**src/design/i2sw_base.sv**
```systemverilog
/*
 * Shared constants and types of the four-channel bus switch, and the
 * two-flop synchroniser used on every pin input.
 * Assumes one core clock and an asynchronous active-low reset.
 */
package i2sw_pkg;
    localparam int CHAN_N = 4;
    localparam int BYTE_W = 8;
    localparam logic [3:0] BITS_PER_BYTE = 4'h8;
    localparam logic [3:0] CNT_ZERO = 4'h0;
    // Fixed upper five bits of the target address; the value is arbitrary.
    localparam logic [4:0] ADDR_FIXED_HI = 5'h0E;
    localparam logic [CHAN_N-1:0] CHAN_RESET = 4'h0;
    localparam logic [BYTE_W-1:0] CTRL_RESET = 8'h00;
    localparam logic RW_READ = 1'b1;
    // Highest bus clock rate that the oversampling must keep up with.
    localparam int SCL_MAX_KHZ = 400;
    localparam int CORE_MHZ = 200;
    localparam int SCL_HALF_CYC = (CORE_MHZ * 1000) / (2 * SCL_MAX_KHZ);

    typedef enum logic [6:0] {
        ST_IDLE = 7'h01,
        ST_ADDR = 7'h02,
        ST_ADDR_ACK = 7'h04,
        ST_WR_DATA = 7'h08,
        ST_WR_ACK = 7'h10,
        ST_RD_DATA = 7'h20,
        ST_RD_ACK = 7'h40
    } i2sw_state_t;

    // Bus events decoded from the sampled upstream lines.
    typedef struct packed {
        logic start;
        logic stop;
        logic scl_rise;
        logic scl_fall;
        logic sda;
    } i2sw_bus_ev_t;
endpackage

`timescale 1ns/1ps
`default_nettype none

module i2sw_sync #(
    parameter int W = 1
) (
    // Clock and reset
    input wire logic clk,
    input wire logic arst_n,
    // Data
    input wire logic [W-1:0] d,
    output logic [W-1:0] q
);
    logic [W-1:0] meta_reg;

    genvar i;
    generate
        for (i = 0; i < W; i++) begin : g_bit
            always_ff @(posedge clk or negedge arst_n) begin
                if (!arst_n) begin
                    meta_reg[i] <= 1'b1;
                    q[i] <= 1'b1;
                end else begin
                    meta_reg[i] <= d[i];
                    q[i] <= meta_reg[i];
                end
            end
        end
    endgenerate
endmodule // i2sw_sync

`default_nettype wire

```
**src/design/i2sw_switch_ctrl.sv**
```systemverilog
/*
 * Target-side logic of a four-channel bus switch: serial target that
 * accepts one control byte, channel enables applied at stop, and the
 * combined active-low interrupt.
 * Assumes the upstream master keeps to the two-wire bus protocol and that
 * the open-drain pins are resolved outside (oe high pulls the line low).
 */
// How it works
// - Two address bits compared with strap inputs.
// - Direction bit one reads, zero writes.
// - First data byte after address stored in control.
// - Several bytes: only the last one kept.
// - Read returns control register in low nibble.
// - Bits zero to three enable channels zero-three.
// - Any combination of channels accepted.
// - New selection connects only after stop condition.
// - Interrupt output is AND of four inputs.
// - Bits four to seven show live interrupt inputs.
// - Interrupt detection ignores channel enable state.
// - Reset pin idles machine, deselects all channels.
// - Power-up leaves all channels deselected.
// - Any reset clears control register to zero.
// - Bus works from zero to 400 kHz.
`timescale 1ns/1ps
`default_nettype none

module i2sw_switch_ctrl
    import i2sw_pkg::*;
(
    // Clock and power-on reset
    input wire logic core_clk,
    input wire logic arst_n,
    // Reset pin and address straps
    input wire logic reset_in_n,
    input wire logic addr_strap_bit0,
    input wire logic addr_strap_bit1,
    // Upstream bus
    input wire logic up_scl_in,
    input wire logic up_sda_in,
    output logic up_sda_out,
    output logic up_sda_oe,
    // Downstream channel enables
    output logic chan_en_0,
    output logic chan_en_1,
    output logic chan_en_2,
    output logic chan_en_3,
    // Interrupts
    input wire logic chan_irq_in_n_0,
    input wire logic chan_irq_in_n_1,
    input wire logic chan_irq_in_n_2,
    input wire logic chan_irq_in_n_3,
    output logic irq_out_n,
    output logic irq_out_oe
);
    logic [8:0] pin_raw;
    logic [8:0] pin_sync;
    logic scl_s, sda_s, rst_pin_n_s;
    logic [1:0] strap_s;
    logic [CHAN_N-1:0] irq_n_s;
    logic scl_d_reg, sda_d_reg;
    i2sw_bus_ev_t ev;
    i2sw_state_t state_reg;
    logic [3:0] cnt_reg;
    logic [BYTE_W-1:0] shift_reg;
    logic [BYTE_W-1:0] tx_reg;
    logic [CHAN_N-1:0] ctrl_reg;
    logic [CHAN_N-1:0] chan_en_reg;
    logic pending_reg;
    logic nack_reg;
    logic sda_drive_reg;
    logic irq_out_n_reg;
    logic byte_done;
    logic addr_match;
    logic [BYTE_W-1:0] read_byte;

    // Every pin passes two flops; 200 MHz oversampling leaves at least
    // SCL_HALF_CYC samples per half period even at the fastest bus rate.
    assign pin_raw = {reset_in_n, addr_strap_bit1, addr_strap_bit0, up_scl_in, up_sda_in,
                      chan_irq_in_n_3, chan_irq_in_n_2, chan_irq_in_n_1, chan_irq_in_n_0};

    i2sw_sync #(.W(9)) u_sync (
        .clk(core_clk),
        .arst_n(arst_n),
        .d(pin_raw),
        .q(pin_sync)
    );

    assign {rst_pin_n_s, strap_s, scl_s, sda_s, irq_n_s} = pin_sync;

    always_ff @(posedge core_clk or negedge arst_n) begin
        if (!arst_n) begin
            scl_d_reg <= 1'b1;
            sda_d_reg <= 1'b1;
        end else begin
            scl_d_reg <= scl_s;
            sda_d_reg <= sda_s;
        end
    end

    always_comb begin
        ev.scl_rise = scl_s & ~scl_d_reg;
        ev.scl_fall = ~scl_s & scl_d_reg;
        ev.start = scl_s & scl_d_reg & sda_d_reg & ~sda_s;
        ev.stop = scl_s & scl_d_reg & ~sda_d_reg & sda_s;
        ev.sda = sda_s;
    end

    assign byte_done = (cnt_reg == BITS_PER_BYTE);
    assign addr_match = (shift_reg[7:3] == ADDR_FIXED_HI) && (shift_reg[2:1] == strap_s);
    // Upper nibble is the live interrupt state, one meaning pending.
    assign read_byte = {~irq_n_s, ctrl_reg};

    // Bus state machine.
    always_ff @(posedge core_clk or negedge arst_n) begin
        if (!arst_n) begin
            state_reg <= ST_IDLE;
        end else if (!rst_pin_n_s) begin
            state_reg <= ST_IDLE;
        end else if (ev.start) begin
            state_reg <= ST_ADDR;
        end else if (ev.stop) begin
            state_reg <= ST_IDLE;
        end else if (ev.scl_fall) begin
            case (state_reg)
                ST_ADDR: begin
                    if (byte_done) begin
                        state_reg <= addr_match ? ST_ADDR_ACK : ST_IDLE;
                    end
                end
                ST_ADDR_ACK: begin
                    state_reg <= (shift_reg[0] == RW_READ) ? ST_RD_DATA : ST_WR_DATA;
                end
                ST_WR_DATA: begin
                    if (byte_done) begin
                        state_reg <= ST_WR_ACK;
                    end
                end
                ST_WR_ACK: begin
                    state_reg <= ST_WR_DATA;
                end
                ST_RD_DATA: begin
                    if (byte_done) begin
                        state_reg <= ST_RD_ACK;
                    end
                end
                ST_RD_ACK: begin
                    state_reg <= nack_reg ? ST_IDLE : ST_RD_DATA;
                end
                default: begin
                    state_reg <= state_reg;
                end
            endcase
        end
    end

    // Bit counter, receive shifter and acknowledge sampling.
    always_ff @(posedge core_clk or negedge arst_n) begin
        if (!arst_n) begin
            cnt_reg <= CNT_ZERO;
            shift_reg <= CTRL_RESET;
            nack_reg <= 1'b0;
        end else if (!rst_pin_n_s || ev.start) begin
            cnt_reg <= CNT_ZERO;
        end else if (ev.scl_rise) begin
            // Acknowledge slots neither shift nor count, so the direction bit
            // survives until the address acknowledge ends and every byte
            // starts from a zero count.
            if (state_reg == ST_RD_ACK) begin
                nack_reg <= ev.sda;
            end else if (!byte_done && (state_reg == ST_ADDR || state_reg == ST_WR_DATA
                                        || state_reg == ST_RD_DATA)) begin
                shift_reg <= {shift_reg[6:0], ev.sda};
                cnt_reg <= cnt_reg + 4'h1;
            end
        end else if (ev.scl_fall && byte_done) begin
            cnt_reg <= CNT_ZERO;
        end
    end

    // Control register; a later byte in the same transfer overwrites.
    always_ff @(posedge core_clk or negedge arst_n) begin
        if (!arst_n) begin
            ctrl_reg <= CHAN_RESET;
            pending_reg <= 1'b0;
        end else if (!rst_pin_n_s) begin
            ctrl_reg <= CHAN_RESET;
            pending_reg <= 1'b0;
        end else if (ev.scl_fall && state_reg == ST_WR_DATA && byte_done) begin
            ctrl_reg <= shift_reg[CHAN_N-1:0];
            pending_reg <= 1'b1;
        end else if (ev.stop) begin
            pending_reg <= 1'b0;
        end
    end

    // Channels switch only at stop, when every line is idle high, or clear while the reset pin is low.
    always_ff @(posedge core_clk or negedge arst_n) begin
        if (!arst_n) begin
            chan_en_reg <= CHAN_RESET;
        end else if (!rst_pin_n_s) begin
            chan_en_reg <= CHAN_RESET;
        end else if (ev.stop && pending_reg) begin
            chan_en_reg <= ctrl_reg;
        end
    end

    // Transmit byte is captured when a read byte begins.
    always_ff @(posedge core_clk or negedge arst_n) begin
        if (!arst_n) begin
            tx_reg <= CTRL_RESET;
        end else if (ev.scl_fall && state_reg == ST_RD_DATA && !byte_done) begin
            tx_reg <= {tx_reg[6:0], 1'b0};
        end else if (ev.scl_fall && (state_reg == ST_ADDR_ACK
                                     || (state_reg == ST_RD_ACK && !nack_reg))) begin
            tx_reg <= read_byte;
        end
    end

    // Data line driver; it changes after a falling clock edge, and clears at start, at stop or while the reset pin is low.
    always_ff @(posedge core_clk or negedge arst_n) begin
        if (!arst_n) begin
            sda_drive_reg <= 1'b0;
        end else if (!rst_pin_n_s || ev.start || ev.stop) begin
            sda_drive_reg <= 1'b0;
        end else if (ev.scl_fall) begin
            case (state_reg)
                ST_ADDR: begin
                    sda_drive_reg <= byte_done && addr_match;
                end
                ST_ADDR_ACK: begin
                    sda_drive_reg <= (shift_reg[0] == RW_READ) ? ~read_byte[7] : 1'b0;
                end
                ST_WR_DATA: begin
                    sda_drive_reg <= byte_done;
                end
                ST_RD_DATA: begin
                    sda_drive_reg <= byte_done ? 1'b0 : ~tx_reg[6];
                end
                ST_RD_ACK: begin
                    sda_drive_reg <= nack_reg ? 1'b0 : ~read_byte[7];
                end
                default: begin
                    sda_drive_reg <= 1'b0;
                end
            endcase
        end
    end

    // Interrupt output follows the inputs regardless of channel enables.
    always_ff @(posedge core_clk or negedge arst_n) begin
        if (!arst_n) begin
            irq_out_n_reg <= 1'b1;
        end else begin
            irq_out_n_reg <= &irq_n_s;
        end
    end

    assign up_sda_out = 1'b0;
    assign up_sda_oe = sda_drive_reg;
    assign {chan_en_3, chan_en_2, chan_en_1, chan_en_0} = chan_en_reg;
    assign irq_out_n = 1'b0;
    assign irq_out_oe = ~irq_out_n_reg;

endmodule // i2sw_switch_ctrl

`default_nettype wire

```
**config.mk**
```make
export PLATFORM = sky130hd
export DESIGN_NAME = i2sw_switch_ctrl
export DESIGN_NICKNAME = d
export VERILOG_FILES = /design/src/design/i2sw_base.sv /design/src/design/i2sw_switch_ctrl.sv
export SDC_FILE = /design/constraint.sdc
export NUM_CORES = 1
export LEC_CHECK = 0
export BUFFER_PORTS_ARGS = -buffer_cell sky130_fd_sc_hd__buf_4
export CAP_MARGIN = 15
export CORE_AREA = 8 8 116 65
export DETAILED_ROUTE_END_ITERATION = 12
export DIE_AREA = 0 0 124 73
export GPL_ROUTABILITY_DRIVEN = 0
export PLACE_DENSITY = 0.68
export REMOVE_ABC_BUFFERS = 1
export SYNTH_ARGS = -nofsm -noshare
export SYNTH_HDL_FRONTEND = slang
export SYNTH_SLANG_ARGS = --single-unit
```
**constraint.sdc**
```tcl
create_clock -name core_clk -period 4.33 [get_ports core_clk]
set_input_delay 0.2165 -clock core_clk [delete_from_list [all_inputs] [get_ports core_clk]]
set_output_delay 0.2165 -clock core_clk [all_outputs]
set_load 0.03 [all_outputs]
```
==> metrics.txt, run 1 <==
Final Util=55.5%; r2r setup slk=2.08 ns; sequential share of the synthesized area=between 50% and 60%; Synth Area in XOR/XNOR=under 10%; Final Setup Violations=0; WS Path Type=flop to flop; clock power share=between 50% and 60%; critical path arrival=between 2 and 2.5 ns; worst hold margin=approximately 0.35 ns; Yosys reg bits=a little under 60; first-pass iteration count of the detailed router=4; fin crit period=2.25 ns; I/O pins=19; post-synthesis mux area share=9.74%; ratio of cells with drive above 1 in the final layout=between 20% and 30%; Avg Cell Area, Syn=~12 um2; Synth cell types=52; Die Wd=124 um; Fmax=approximately 440 MHz; Slew @ Worst Pin=0.707 ns; ANT cells=0; Logic pwr share=between 3 and 4%; Routed Antenna Nets=0; Sequential cell area=about 1500 um2; # DRC=0; Port Buf Inserts=16; largest family of logic cells by synthesized area=simple AND/OR/NAND/NOR gates; CP Data Required Time=about 4.5 ns; crit path launch=state_reg[4]$_DFFE_PN0P_; hold path endpoint=u_sync.q[1]$_DFF_PN1_; post-DP HPWL=around 3.6 mm; Compound-Gate Fraction of Synth Area=a little over a tenth; number of synthesized flops with an enable pin=0; TritonCTS Sinks=just under 60; Cell Int Power=roughly 1.1 mW; slew margin rel.=between 50% and 60%; Final Max Slew Viols=0; Cells after DPL=about 320; fraction of registers with async set/reset=100%; antenna violations before repair=0; routed wire length=between 5 and 6 mm; Cell Pwr Density=412 nW/um2; setup tns final=0 ns; clk_skew=0.00929 ns; vias in the first global route=1680; Die Height=around 73 um; routed vias=between 1500 and 2000; CTS max path bufs=2; initial DRC count=roughly 160; CTS HTree Levels=3; vias per inst=5.29; post-layout instance area=~3200 um2; Startpoint Class=flop; synth-to-layout area growth=20.4%; Post-Syn Instances=approximately 230; die area=between 9000 and 10000 um2; RSZ-0062 raised after global routing=false; DP Area=~2800 um2; synthesized-area fraction occupied by adder cells=less than 1%; Max-Cap Viols=0; Routed wire per std cell=between 15 and 20 um; Sw Pwr=roughly 0.27 mW; clk_lat worst skew=around 0.32 ns; Layout Cells excl Fill=~340; Core ar.=5860 um2; worst hold path depth=0; total CTS buffers=9; post-synthesis cell area=roughly 2700 um2; Critical R2R Launch=state_reg[4]$_DFFE_PN0P_; Worst Hold Class=flop to flop; first-pass GRT wire length=between 9 and 10 mm; final hold vios=0; Reg2Reg Depth=4; Starting Density=46.1%; Synth Area in Simple Gates=between 15 and 20%; Synth Flop Type=dfrtp_1; crit path max fanout=14; pin count of the biggest net entering global routing=a little under 60; outcome=completed; Worst-path clk slew=roughly 0.05 ns; fin crit share=a little over 50%; switching portion of total power=19.9%; Peak VDD IR=around 0.00035 V; grt total ovfl=0; final net count=273; warnings from Yosys=0; multi-input logic area=1120 um2; Rows=20; gr usage total=between 10% and 20%; hold_sp=u_sync.meta_reg[1]$_DFF_PN1_; # fillers=around 500; sequential share of power=42.7%; Leakage Power=1.43 nW; clk root buf=clkbuf_16; critical path endpoint category=flop; Worst R2R End=shift_reg[4]$_DFFE_PN0P_; CTS tree=yes
## per-stage QoR
stage	setup slack (ns)	total power [mW]
CTS	2.11	1.36
global placement	2.17	0.617
floorplan	2.41	0.593
global route	1.99	1.39
detailed placement	2.12	0.617
finish	2.08	1.34
## worst max path at each step
stage                               end  slack, ns  cells after the start
4_1_cts        shift_reg[4]$_DFFE_PN0P_       2.11                      4
6_report       shift_reg[4]$_DFFE_PN0P_       2.08                      4
3_5_place_dp   shift_reg[0]$_DFFE_PN0P_       2.12                      4
2_1_floorplan  shift_reg[0]$_DFFE_PN0P_       2.41                      4
3_3_place_gp   shift_reg[2]$_DFFE_PN0P_       2.17                      4
5_1_grt        state_reg[6]$_DFFE_PN0P_       1.99                      5
## power by group through the flow
stage	logic [mW]	clock network, mW	registers, mW
final	0.0450	0.722	0.571
after global routing	0.0512	0.769	0.572
after detailed placement	0.0385	0	0.579
after floorplan	0.0172	0	0.576
after CTS	0.0457	0.739	0.571
after global placement	0.0378	0	0.579
## worst max-delay path, stage by stage (launching register included)
cell	delay [ns]
dfrtp_1	0.56
nor4_4	0.41
o2111a_2	0.34
and2_1	0.43
mux2_2	0.39
## cells by family (layout without fill, tap and decap cells)
group	after synthesis	in the layout
buffers and inverters	18	48
AO/OA/AOI/OAI	42	42
other	1	2
adder cells (fa/ha/maj)	2	2
flip-flops	58	58
AND/OR/NAND/NOR	83	83
XOR/XNOR	5	5
multiplexers	25	25
## cell usage after synthesis, types with 3 or more instances
master	number	share of area, %
and2_1	3	0.70
and3_1	3	0.70
buf_2	5	0.93
nand4_1	4	0.93
mux2i_1	15	5.6
o21ai_2	4	1.3
nand2_1	16	2.2
xor2_1	4	1.3
nor3_1	4	0.74
nand3_1	8	1.5
o21ai_0	12	2.2
a21oi_1	5	0.93
mux2_2	10	4.2
nand2b_1	8	1.9
nor2b_1	14	3.2
o21ai_1	5	0.93
buf_4	3	0.83
inv_1	6	0.83
dfstp_2	22	21
dfrtp_1	36	33
nor2_1	10	1.4
## cell type report
cell class | count | share of cell area, %
Inverter | 6 | 0.693
Clock inverter | 2 | 1.08
Clock buffer | 14 | 8.44
Tap cell | 77 | 2.97
Sequential cell | 58 | 45.5
Multi-Input combinational cell | 159 | 34.5
Timing Repair Buffer | 26 | 6.78
## repair_timing
| action | CTS | global route |
|---|---|---|
| hold endpoints to repair | 45 | 0 |
| resized for setup | 0 | 0 |
| buffers inserted | 0 | 0 |
| hold buffers | 10 | 0 |
## per-layer routing
metal | vias to the layer above | wire [um] | track usage, % | part of all wire [%]
met5 | - | 0 | 0 | 0
met4 | 0 | 56 | 3.93 | 1.1
met3 | 7 | 426 | 6.95 | 8.1
met2 | 53 | 2060 | 15.4 | 39
met1 | 869 | 2730 | 19.9 | 52
li1 | 881 | - | - | -
## cells in the final DEF, fill, tap and decap left out, types with 3 or more instances in the layout
master	Yosys	final
and3_1	3	3
dfrtp_1	36	36
nand3_1	8	8
nor2b_1	14	14
o21ai_1	5	5
inv_1	6	6
clkbuf_16	0	9
nand2_1	16	16
mux2_2	10	10
nor3_1	4	4
and2_1	3	3
nand2b_1	8	8
nand4_1	4	4
nor2_1	10	10
dlygate4sd3_1	0	10
clkbuf_8	0	3
mux2i_1	15	15
dfstp_2	22	22
o21ai_0	12	12
buf_4	3	16
xor2_1	4	4
o21ai_2	4	4
a21oi_1	5	5
Note: power is estimated with default switching activity, not from simulation.
==> run 2: changes to the inputs <==
Settings changed: PLACE_DENSITY 0.68 to 0.7.
Clock period 4.33 ns to 2 ns, I/O delays scaled along.
==> metrics.txt, run 2 (same netlist as run 1, synthesis figures left out) <==
outcome=completed; met1 Usage GRT=19.5%; CTS max path bufs=2; initial DRC count=85; Reg2Reg Depth=5; Setup WS pre-CTS=-0.0193 ns; fin crit period=approximately 1.9 ns; slew margin rel.=a little over half; Critical R2R Launch=state_reg[6]$_DFFE_PN0P_; first-pass GRT wire length=roughly 9.5 mm; total CTS buffers=9; delay-heaviest family, CP=simple AND/OR/NAND/NOR gates; final net count=just under 300; Cell Pwr Density=approximately 810 nW/um2; crit-path max cell delay=between 0.4 and 0.5 ns; vias in the first global route=between 1500 and 2000; Rows=20; post-route setup slack=approximately 0.08 ns; vias per inst=5.24; GR Layer Usage met3=~5.4%; CP Data Required Time=about 2.2 ns; Routed Antenna Nets=0; most frequent cells in the layout=36 x dfrtp_1, 31 x buf_4, 22 x dfstp_2; critical path endpoint category=flop; total power=about 2.7 mW; Final Setup Violations=0; worst hold margin=approximately 0.35 ns; gr usage total=~14%; fin crit share=a little over nine tenths; CP Cell Sequence=nor4_4, o2111a_2, and2_1, buf_12, mux2_2; Starting Density=between 40% and 50%; crit path launch=state_reg[6]$_DFFE_PN0P_; ratio of cells with drive above 1 in the final layout=between 30 and 40%; crit path max fanout=10; Crit-path slowest cell=dfrtp_1; Max-Cap Viols=0; post-DP HPWL=around 3.8 mm; clk_skew=a little under 0.005 ns; grt total ovfl=0; post-layout instance area=between 3000 and 4000 um2; routed wire length=5.69 mm; antenna violations before repair=0; Worst-path clk slew=about 0.050 ns; Worst Hold Class=flop to flop; routed vias=between 1500 and 2000; met2 Usage GRT=about 18%; first-pass iteration count of the detailed router=4; most common cell after layout, fill and taps aside=dfrtp_1; Worst setup endpoint=shift_reg[6]$_DFFE_PN0P_; synth-to-layout area growth=25.0%; clk root buf=clkbuf_16; WS Path Type=flop to flop; Routed wire per std cell=15.9 um; ANT cells=0; I/O pins=19; CTS tree=yes; Leakage Power=~1.5 nW; Critical path buffers and inverters=1; Layout Cells excl Fill=around 360; Cells after DPL=~330; Slew @ Worst Pin=between 0.7 and 0.8 ns; # DRC=0; clk_lat worst skew=about 0.32 ns; DP Area=2960 um2; gr busiest metal=met1; CTS HTree Levels=3; die area=just over 9000 um2; Die Wd=between 100 and 150 um; Die Height=73 um; final hold vios=0; Port Buf Inserts=16; Peak VDD IR=between 0.0006 and 0.0007 V; Final Max Slew Viols=0; CP Depth=5; Startpoint Class=flop; critical path arrival=2.12 ns; Core ar.=between 5000 and 6000 um2; r2r setup slk=0.08 ns; pin count of the biggest net entering global routing=59; TritonCTS Sinks=58; Fmax=between 500 and 600 MHz; Worst R2R End=shift_reg[6]$_DFFE_PN0P_; worst hold path depth=0
[run 2: cell count changes in the layout (fill, tap and decap cells not counted), sizes merged]
| cell | change |
|---|---|
| clkbuf | -1 |
| clkinvlp | +1 |
| buf | +17 |
| bufinv | -1 |
[run 2: routing by layer]
metal / routed length [um] / up-vias
li1: - / 907
met1: 2870 / 916
met2: 2360 / 45
met3: 373 / 8
met4: 87 / 0
met5: 0 / -
[run 2: layout make-up]
type / count / area [um2]
Fill cell: 484 / 2480
Sequential cell: 58 / 1480
Clock buffer: 13 / 260
Timing Repair Buffer: 43 / 373
Multi-Input combinational cell: 159 / 1130
Clock inverter: 2 / 12.5
Tap cell: 77 / 96.3
Inverter: 6 / 22.5
[run 2: stage by stage]
step | TNS (ns) | util [%]
finish | 0 | 57.6
CTS | 0 | 57.0
global placement | 0 | 50.6
global route | -0.0127 | 57.6
floorplan | 0 | -
detailed placement | -0.0428 | 50.6
[run 2: report_power, final]
part,internal (mW),switching (mW)
combinational,0.0472,0.0618
clock,0.893,0.483
sequential,1.22,0.0172
[run 2: how the worst min path moves through the flow]
| stage | start | to | slack (ns) |
|---|---|---|---|
| floorplan | arst_n | chan_en_reg[0]$_DFFE_PN0P_ | -0.20 |
| global placement | arst_n | state_reg[2]$_DFFE_PN0P_ | 0.21 |
| detailed placement | arst_n | state_reg[2]$_DFFE_PN0P_ | 0.20 |
| CTS | u_sync.meta_reg[4]$_DFF_PN1_ | u_sync.q[4]$_DFF_PN1_ | 0.35 |
| global route | u_sync.meta_reg[4]$_DFF_PN1_ | u_sync.q[4]$_DFF_PN1_ | 0.35 |
| finish | u_sync.meta_reg[4]$_DFF_PN1_ | u_sync.q[4]$_DFF_PN1_ | 0.35 |
[run 2: repair_timing]
action | CTS | global route
pin swaps | 1 | 1
endpoints found under the hold margin | 45 | 0
resized for setup | 0 | 1
gates cloned | 0 | 0
hold buffers | 10 | 0
buffers inserted | 0 | 2
setup endpoints to repair | 3 | 15
==> run 3: changes to the inputs <==
Settings changed: GPL_TIMING_DRIVEN from default to 0.
==> metrics.txt, run 3 (same netlist as run 1, synthesis figures left out) <==
outcome=completed; TritonCTS Sinks=58; # DRC=0; Die Wd=~120 um; Leakage Power=roughly 1.5 nW; CTS tree=yes; Layout Cells excl Fill=350; Routed wire per std cell=about 15 um; initial DRC count=roughly 150; first-pass iteration count of the detailed router=4; Cell Pwr Density=about 880 nW/um2; clk_lat worst skew=between 0.3 and 0.4 ns; CTS HTree Levels=3; routed wire length=approximately 5.4 mm; total CTS buffers=9; crit path max fanout=10; sequential share of power=between 40% and 50%; vias per inst=5.26; most common cell after layout, fill and taps aside=dfrtp_1; WS Path Type=flop to flop; Worst-path clk slew=0.05 ns; die area=about 9100 um2; Die Height=roughly 73 um; antenna violations before repair=0; Routed Antenna Nets=0; Slew @ Worst Pin=0.752 ns; setup tns final=0 ns; Max-Cap Viols=0; gr usage total=roughly an eighth; Cell Int Power=between 2 and 2.5 mW; Starting Density=46.1%; ratio of cells with drive above 1 in the final layout=32.6%; switching portion of total power=between 10% and 20%; Fmax=roughly 520 MHz; Port Buf Inserts=16; I/O pins=19; Peak VDD IR=roughly 0.00069 V; clk_skew=slightly below 0.005 ns; RSZ-0062 raised after global routing=true; Rows=20; critical path arrival=around 2.1 ns; Cells after DPL=316; vias in the first global route=between 1500 and 2000; ANT cells=0; final hold vios=0; clock power share=a little over half; critical path endpoint category=flop; final net count=281; Final Max Slew Viols=0; pin count of the biggest net entering global routing=59; fin crit share=between 90% and 100%; Startpoint Class=flop; routed vias=roughly 1800; fin crit period=1.93 ns; most frequent cells in the layout=32 x dfrtp_1, 24 x buf_4, 22 x dfstp_2; synth-to-layout area growth=23.9%; first-pass GRT wire length=between 8 and 9 mm; Sw Pwr=between 0.5 and 0.6 mW; Worst Hold Class=flop to flop; clk root buf=clkbuf_16; grt total ovfl=0; Final Setup Violations=0; Logic pwr share=between 3 and 4%; Core ar.=slightly below 6000 um2; CP Data Required Time=around 2.2 ns; CTS max path bufs=2; post-DP HPWL=~3.6 mm; slew margin rel.=49.5%
[run 3: cell types whose count changed in the layout (fill, tap and decap cells not counted), sizes merged]
cell	previous run	this run
bufinv	0	2
buf	33	24
clkinv	1	2
clkbuf	13	11
[run 3: metrics by stage]
step	hold WS, ns	utilization, %	area [um2]	power [mW]	setup slack (ns)
final	0.353	57.1	3340	2.95	0.0707
after global routing	0.359	57.1	3340	3.05	-0.0452
after CTS	0.354	56.5	3310	2.99	0.0659
after detailed placement	0.205	48.5	2840	1.34	-0.241
after global placement	0.201	48.5	2840	1.33	-0.177
after floorplan	-0.196	-	2620	1.28	0.0810
[run 3: layer usage]
metal  vias to the layer above  part of all wire [%]  GRT usage (%)  wire, um
met3                         4                   7.9           4.56       424
met4                         0                  0.63           5.89        34
met5                         -                     0              0         0
li1                        895                     -              -         -
met2                        60                    42           16.9      2270
met1                       882                    49           18.5      2640
[run 3: final cells by class]
type                       instances  area (um2)
clock buffer                      11         243
tap                               77        96.3
clock inverter                     5        77.6
timing repair buffer              34         280
multi-input combinational        159        1140
sequential                        58        1480
fill                             491        2510
inverter                           6        22.5
[run 3: worst paths after layout]
path	start	to	slack [ns]	cells past startpoint
min reg2reg	u_sync.meta_reg[6]$_DFF_PN1_	u_sync.q[6]$_DFF_PN1_	0.35	0
min in group asynchronous	arst_n	state_reg[2]$_DFFE_PN0P_	0.37	2
min	u_sync.meta_reg[6]$_DFF_PN1_	u_sync.q[6]$_DFF_PN1_	0.35	0
max in group asynchronous	arst_n	state_reg[4]$_DFFE_PN0P_	1.12	2
max	cnt_reg[0]$_DFFE_PN0P_	shift_reg[2]$_DFFE_PN0P_	0.07	7
max reg2reg	cnt_reg[0]$_DFFE_PN0P_	shift_reg[2]$_DFFE_PN0P_	0.07	7
[run 3: what timing repair did]
action,4_1_cts,5_1_grt
pin swaps,3,2
setup buffers,5,3
setup endpoints to repair,27,17
hold endpoints to repair,45,0
resized for setup,6,4
hold buffers,10,0
gates cloned,0,0
[run 3: power groups by stage]
stage	clock (mW)	sequential (mW)	combinational, mW
2_1_floorplan	0	1.25	0.0373
3_3_place_gp	0	1.25	0.0818
3_5_place_dp	0	1.25	0.0832
4_1_cts	1.65	1.24	0.0992
5_1_grt	1.70	1.24	0.111
6_report	1.62	1.24	0.0987
[run 3: critical path, cell delays in order (launching register included)]
cell and delay (ns):
dfrtp_1 0.40, inv_1 0.06, ha_1 0.21, nand3b_1 0.21
buf_4 0.16, o2111a_2 0.20, and2_4 0.23, mux2_2 0.35
